File: config.mk
export PLATFORM = sky130hd
export DESIGN_NAME = quad_rail_sequencer_fsm
export DESIGN_NICKNAME = d
export VERILOG_FILES = /design/src/seq_pkg.sv /design/src/quad_rail_sequencer_fsm.sv /design/src/sync_edge.sv
export VERILOG_INCLUDE_DIRS = /design/src
export SDC_FILE = /design/constraint.sdc
export NUM_CORES = 1
export LEC_CHECK = 0
export BUFFER_PORTS_ARGS = -buffer_cell sky130_fd_sc_hd__buf_4
export CORE_UTILIZATION = 45
export CTS_CLUSTER_DIAMETER = 100
export DETAILED_ROUTE_END_ITERATION = 8
export MAX_ROUTING_LAYER = met4
export PLACE_DENSITY = 0.72
export SLEW_MARGIN = 0
export SYNTH_ARGS = -nofsm -noshare
export SYNTH_HDL_FRONTEND = slang
export SYNTH_SLANG_ARGS = --single-unit
File: constraint.sdc
create_clock -name clk_sys -period 4.55 [get_ports clk_sys]
set_input_delay 0.455 -clock clk_sys [delete_from_list [all_inputs] [get_ports clk_sys]]
set_output_delay 0.455 -clock clk_sys [all_outputs]
set_load 0.01 [all_outputs]
File: src/seq_cfg.svh
// timing defaults and fixed field values for the rail sequencer
// assumes inclusion by seq_pkg and the sequencer modules
`ifndef SEQ_CFG_SVH
`define SEQ_CFG_SVH
`define SEQ_RAILS      4
`define SEQ_CNT_W      24
`define SEQ_CNT_ZERO   24'h000000
`define SEQ_CNT_ONE    24'h000001
`define SEQ_RAILS_OFF  4'h0
`define SEQ_RAILS_ALL  4'hf
// stage delays and blanking in cycles at 25 MHz
`define SEQ_STAGE_DEF  24'h0009c4
`define SEQ_BLANK_DEF  24'h0009c4
// fault hold: 44 us at 40 ns per cycle
`define SEQ_HOLD_US    44
`define SEQ_CLK_NS     40
`define SEQ_HOLD_DEF   24'h00044c
`endif

File: src/seq_pkg.sv
// types shared by the rail sequencer files
// assumes seq_cfg.svh in the same folder
`include "seq_cfg.svh"
package seq_pkg;
	typedef logic [`SEQ_CNT_W-1:0] count_t;
	typedef struct packed
	{
		logic up;
		logic down;
		logic fault_n;
	} request_s;
	typedef enum logic [3:0]
	{
		ST_SET_FAULT,
		ST_CLEAR_FAULT,
		ST_WAIT_START,
		ST_DELAY,
		ST_ENABLE,
		ST_DONE,
		ST_DISABLE,
		ST_DOWN_DELAY
	} seq_state_e;
endpackage

File: src/quad_rail_sequencer_fsm.sv
// four-rail up/down power sequencer core
// assumes filtered comparator levels; rst_n is the supply lockout
`timescale 1ns/1ps
`default_nettype none
`include "seq_cfg.svh"
module quad_rail_sequencer_fsm
	import seq_pkg::*;
#(
	parameter int RAILS = `SEQ_RAILS
)
(
	input  wire logic                 clk_sys,
	input  wire logic                 rst_n,
	input  wire logic                 reduced_variant,
	input  wire logic [RAILS-1:0]     rail_good_in,
	input  wire request_s             request_in,
	input  wire count_t               stage_delay [RAILS],
	input  wire count_t               blanking_window,
	input  wire count_t               fault_hold,
	output logic      [RAILS-1:0]     rail_enable_out,
	output logic                      sequence_complete,
	output logic                      all_rails_good,
	output logic                      fault_n_out,
	output logic                      fault_n_oe,
	output seq_state_e                state_out
);
	logic [2:0] lvl;
	logic [2:0] rise;
	logic [2:0] fall;
	seq_state_e state;
	count_t     timer;
	logic [1:0] stage;
	logic       up_in;
	logic       up_rise;
	logic       down_fall;
	logic       up_low;
	logic       ext_fault;
	logic       rail_lost;
	logic       bad_edge;
	logic       timer_done;
	logic [3:0] oe_hist;

	sync_edge #(.WIDTH(3)) u_sync
	(
		.clk_sys (clk_sys),
		.rst_n   (rst_n),
		.din     ({request_in.fault_n, request_in.down, request_in.up}),
		.level   (lvl),
		.rise    (rise),
		.fall    (fall)
	);

	// reduced variant uses up pin as combined direction
	assign up_in      = lvl[0];
	assign up_rise    = rise[0];
	assign down_fall  = reduced_variant ? fall[0] : fall[1];
	assign up_low     = !up_in && !rise[0];
	// own pull still in the synchroniser is not a peer fault
	assign ext_fault  = !reduced_variant && !lvl[2] && fault_n_oe == 1'b0 && !(|oe_hist)
		&& state != ST_CLEAR_FAULT && state != ST_SET_FAULT;
	assign timer_done = (timer == `SEQ_CNT_ZERO);
	assign rail_lost  = |(rail_enable_out & ~rail_good_in & ~(state == ST_ENABLE ? (4'h1 << stage) : 4'h0));
	assign bad_edge   = (state == ST_WAIT_START && down_fall)
		|| ((state == ST_DELAY || state == ST_ENABLE) && down_fall)
		|| ((state == ST_DISABLE || state == ST_DOWN_DELAY || state == ST_DONE) && up_rise
			&& !reduced_variant)
		|| ((state == ST_DISABLE || state == ST_DOWN_DELAY) && up_rise);
	assign state_out  = state;

	// recent own pull on the fault line
	always_ff @(posedge clk_sys)
	begin
		if (!rst_n)
			oe_hist <= 4'h0;
		else
			oe_hist <= {oe_hist[2:0], fault_n_oe};
	end

	always_ff @(posedge clk_sys)
	begin
		if (!rst_n)
			all_rails_good <= 1'b0;
		else
			all_rails_good <= &rail_good_in;
	end

	// state, timer and stage
	always_ff @(posedge clk_sys)
	begin
		if (!rst_n)
		begin
			state <= ST_SET_FAULT;
			timer <= fault_hold;
			stage <= 2'd0;
		end
		else if (state != ST_SET_FAULT && state != ST_CLEAR_FAULT
			&& (ext_fault || bad_edge || (rail_lost && state != ST_WAIT_START)))
		begin
			state <= ST_SET_FAULT;
			timer <= fault_hold;
		end
		else
		begin
			if (!timer_done)
				timer <= timer - `SEQ_CNT_ONE;
			case (state)
				ST_SET_FAULT:
				begin
					if (timer_done || timer == `SEQ_CNT_ONE)
						state <= ST_CLEAR_FAULT;
				end
				ST_CLEAR_FAULT:
				begin
					if (up_low)
						state <= ST_WAIT_START;
				end
				ST_WAIT_START:
				begin
					if (up_rise)
					begin
						stage <= 2'd0;
						if (reduced_variant)
						begin
							state <= ST_ENABLE;
							timer <= blanking_window;
						end
						else
						begin
							state <= ST_DELAY;
							timer <= stage_delay[0];
						end
					end
				end
				ST_DELAY:
				begin
					if (timer_done)
					begin
						state <= ST_ENABLE;
						timer <= blanking_window;
					end
				end
				ST_ENABLE:
				begin
					if (rail_good_in[stage])
					begin
						if (stage == 2'd3)
							state <= ST_DONE;
						else
						begin
							stage <= stage + 2'd1;
							state <= ST_DELAY;
							timer <= stage_delay[stage + 2'd1];
						end
					end
					else if (timer_done)
					begin
						state <= ST_SET_FAULT;
						timer <= fault_hold;
					end
				end
				ST_DONE:
				begin
					if (down_fall)
					begin
						state <= ST_DOWN_DELAY;
						stage <= 2'd3;
						timer <= stage_delay[3];
					end
				end
				ST_DOWN_DELAY:
				begin
					if (timer_done)
					begin
						if (stage == 2'd0)
							state <= ST_WAIT_START;
						else
						begin
							stage <= stage - 2'd1;
							timer <= (stage == 2'd1 && reduced_variant) ? `SEQ_CNT_ZERO : stage_delay[stage - 2'd1];
						end
					end
				end
				default:
					state <= ST_SET_FAULT;
			endcase
		end
	end

	// enables follow state
	always_ff @(posedge clk_sys)
	begin
		if (!rst_n)
			rail_enable_out <= `SEQ_RAILS_OFF;
		else if (state == ST_SET_FAULT || state == ST_CLEAR_FAULT || state == ST_WAIT_START)
			rail_enable_out <= `SEQ_RAILS_OFF;
		else if (state == ST_ENABLE)
			rail_enable_out <= rail_enable_out | (4'h1 << stage);
		else if (state == ST_DOWN_DELAY)
			rail_enable_out <= rail_enable_out & ~(4'hf << stage);
	end

	// complete and fault line
	always_ff @(posedge clk_sys)
	begin
		if (!rst_n)
		begin
			sequence_complete <= 1'b0;
			fault_n_oe        <= 1'b0;
		end
		else
		begin
			// powered; held through down; fault clears
			sequence_complete <= (state == ST_DONE) || (state == ST_DOWN_DELAY);
			// line pulled in fault except in the reduced variant, released after
			fault_n_oe <= !reduced_variant && (state == ST_SET_FAULT || state == ST_CLEAR_FAULT);
		end
	end
	assign fault_n_out = 1'b0;
endmodule // quad_rail_sequencer_fsm
`default_nettype wire

File: src/sync_edge.sv
// three-stage synchroniser with agreeing-stage edge detection
// assumes an asynchronous level on din
`timescale 1ns/1ps
`default_nettype none
module sync_edge
	import seq_pkg::*;
#(
	parameter int WIDTH = 3
)
(
	input  wire logic             clk_sys,
	input  wire logic             rst_n,
	input  wire logic [WIDTH-1:0] din,
	output logic      [WIDTH-1:0] level,
	output logic      [WIDTH-1:0] rise,
	output logic      [WIDTH-1:0] fall
);
	logic [WIDTH-1:0] s1;
	logic [WIDTH-1:0] s2;
	logic [WIDTH-1:0] s3;
	genvar g;
	generate
		for (g = 0; g < WIDTH; g++)
		begin : g_bit
			always_ff @(posedge clk_sys)
			begin
				s1[g] <= din[g];
				s2[g] <= s1[g];
				s3[g] <= s2[g];
				if (!rst_n)
					level[g] <= 1'b0;
				else if (s2[g] == s3[g])
					level[g] <= s3[g];
			end
			assign rise[g] = (s2[g] == s3[g]) && s3[g] && !level[g];
			assign fall[g] = (s2[g] == s3[g]) && !s3[g] && level[g];
		end
	endgenerate
endmodule // sync_edge
`default_nettype wire

==> results.toml <==
[floorplan]
die_area_um2 = 14760
start_util_pct = 46.30
die_x_um = 121.5
core_area_um2 = 13880
rows = 43
die_h_um = 121.5
floorplan.io_pins = 166

[pwr]
power_density_nw_per_um2 = 290.5
p_leak_uw = 0.002978
pwr-share-clk_pct = 18.2
internal_power_uw = 1219
switching_power_uw = 1085
combPwrFrac_pct = 50.0
switching_share_pct = 47.09
vdd_drop_max_uv = 185.9
p_seq_share_pct = 31.9

[layout]
utilization_pct = 57.13
areaGrowthSynthToFinish_pct = 23.40
layout-drive-gt1-share_pct = 30.89
n_antenna_cell = 0
nNetsFinal = 1106

[global_route]
grt_pass1_vias = 7127
grt_pass1_wl_mm = 40.94
antenna_found_initial = 0
track_usage_pct = 37.68
overflow = 0
grt_max_degree = 36

[timing]
tns_ns = 0
fin_crit_ns = 3.540
tightestPinTransition_ns = 0.9415
rsz0062_at_grt = "false"
setup_violations = 0
setup_slack_ns = 1.010
maxSlewHeadroom_pct = 36.57
min_period_over_period_pct = 77.79
drv_slew = 0
finalClockSkew_ns = 0.01590
hold_viol = 0
max_freq_ghz = 0.2825

[critical_path]
start_kind = "register"
cp_slowest_stage_delay_ns = 0.60
crit_path_end_kind = "register"
crit_fanout = 23
required_ns = 4.80
startpoint = "stage[0]"
cp_cell_sequence = "ha_1 > buf_4 > inv_1 > nand2_1 > nor2_1 > a21oi_1 > o21ai_0 > o2111ai_1 > mux2i_1 > and2_1"
cp_slowest_cell = "nand2_1"
r2r-start = "stage[0]"
critical_path_class = "reg -> reg"
critPathArrivalTime_ns = 3.79

[route]
drt-initial-drc-count = 1190
wl_met3_mm = 3.743
dr.pass1.iters = 8
met1_length_mm = 11.13
ant_nets = 0
drc = 0
routed-via-count = 7733
wl_mm = 27.15
via_per_inst = 6.892
highest_layer = "met4"
routed-wl-met2_mm = 11.20
wire_per_inst_um = 24.20

[clock_network]
cts_resized = 0
clock_latency_ns = 0.31
postCtsSetupRepairBufs = 0
numCtsBuffers = 5
cts_buffer_depth = 2
clkSinkCount = 52
cts_root_buf = "clkbuf_16"
cts_hold_buf = 0
cts_max_level = 2
path_clk_slew_ns = 0.09
tritoncts = "yes"

[placement]
dp.final_hpwl_mm = 20.54
io_buffers = 163
pre_cts_slack_ns = 1.195
gp_congestion = 1.037

[worst_hold_path]
hold_start = "request_in[1]"
hold_path.class = "in -> reg"

[yosys]
synth-seq-cells = 52
synth.avg_cell_area_um2 = 7.914
synth_edf_count = 0
synth_area_um2 = 6426
yosysWarnings = 0
synth_ff_type = "dfxtp_1"
ys_seq_area_share_pct = 16.20
async_flop_share_pct = 0
synthDistinctLibCells = 85
syn_inst = 812

[flow_run]
cap_violations = 0

[run_status]
status = "finished clean"
-- sequential cells by signal, indices dropped and copies added, names as in the netlist, named ones only --
signal	count
u_sync.s1	3
rail_enable_out	3
u_sync.level	3
stage	2
u_sync.s3	3
timer	24
fault_n_oe	1
sequence_complete	1
state_out	3
all_rails_good	1
oe_hist	4
u_sync.s2	3
-- power by group through the flow --
stage	Sequential (µW)	Clock (µW)	Combinational, µW
floorplan	631	0	755
finish	734	419	1150
global placement	726	0	1090
global route	737	430	1230
CTS	717	419	1100
detailed placement	725	0	1090
-- kinds of logic (layout without fill, tap and decap cells) --
family	Yosys count	after routing	share of synthesized area, %
adder cells (fa/ha/maj)	11	11	2.142
AND/OR/NAND/NOR	287	287	22.74
other	1	2	0.05836
buffers and inverters	86	215	5.821
flip-flops	52	52	16.20
AO/OA/AOI/OAI	273	273	27.80
XOR/XNOR	17	17	2.317
multiplexers	85	85	22.92
-- critical path: cells and delay by family, from the launching register on --
kind            cells  cell delay, ns
mux                 1            0.32
buf+inv             2            0.72
simple gates        3            1.14
fa+ha+maj           1            0.26
flops               1            0.48
compound gates      3            0.53
-- cells in the mapped netlist, types with 5 or more instances --
master	instances	share of area (%)
a211oi_1	16	1.9
a21oi_1	76	5.9
a221oi_1	7	0.95
a311oi_1	5	0.68
a31oi_1	9	0.88
and2_1	7	0.68
buf_2	16	1.2
clkbuf_1	41	2.4
dfxtp_1	52	16
ha_1	11	2.1
inv_1	18	1.1
mux2_2	7	1.2
mux2i_1	29	4.5
mux4_2	49	17
nand2_1	74	4.3
nand2b_1	5	0.49
nand3_1	35	2.7
nand4_1	7	0.68
nor2_1	72	4.2
nor2b_1	6	0.58
nor3_1	24	1.9
nor4_1	9	0.88
o2111ai_1	6	0.82
o211ai_1	15	1.8
o21ai_0	63	4.9
o21ai_1	5	0.39
o22ai_1	14	1.4
or2_2	9	0.88
xnor2_1	8	1.1
xor2_1	9	1.2
-- layout by cell type, fill, tap and decap left out, drive strengths merged, types with 11 or more instances in the layout --
cell type and count:
buf 188, a21oi 76, nor2 75, nand2 74, o21ai 68, dfxtp 52, mux4 49, nand3 36
mux2i 29, nor3 24, inv 20, a211oi 18, o211ai 15, o22ai 14, ha 11, nor4 11
-- worst paths after layout --
check        depth (start not counted)           end  slack, ns
max                                 10      stage[1]       1.01
min                                  1  u_sync.s1[1]       0.25
min reg2reg                          0  u_sync.s2[2]       0.33
max reg2reg                         10      stage[1]       1.01
-- layer usage --
metal	vias up	track usage [%]
li1	3403	-
met1	3592	52.98
met2	641	52.31
met3	97	7.848
met4	0	14.74
met5	-	-
-- stage by stage --
| step | instances | hold WS (ns) | power, µW | area, µm² |
|---|---|---|---|---|
| finish | 1122 | 0.2532 | 2304 | 7930 |
| global route | 1122 | 0.2506 | 2397 | 7930 |
| CTS | 1122 | 0.2523 | 2232 | 7930 |
| detailed placement | 1114 | 0.3121 | 1815 | 7780 |
| global placement | 1114 | 0.3104 | 1817 | 7780 |
| floorplan | 813 | 0.3096 | 1386 | 6430 |
-- cell type report --
type / instances / area, µm²
clock inverter: 3 / 25.02
sequential: 52 / 1045
clock buffer: 5 / 125.1
tap: 180 / 225.2
fill: 1272 / 5951
timing repair buffer: 188 / 1411
inverter: 19 / 71.32
multi-input combinational: 675 / 5027
Power figures use the tool's default switching activity.
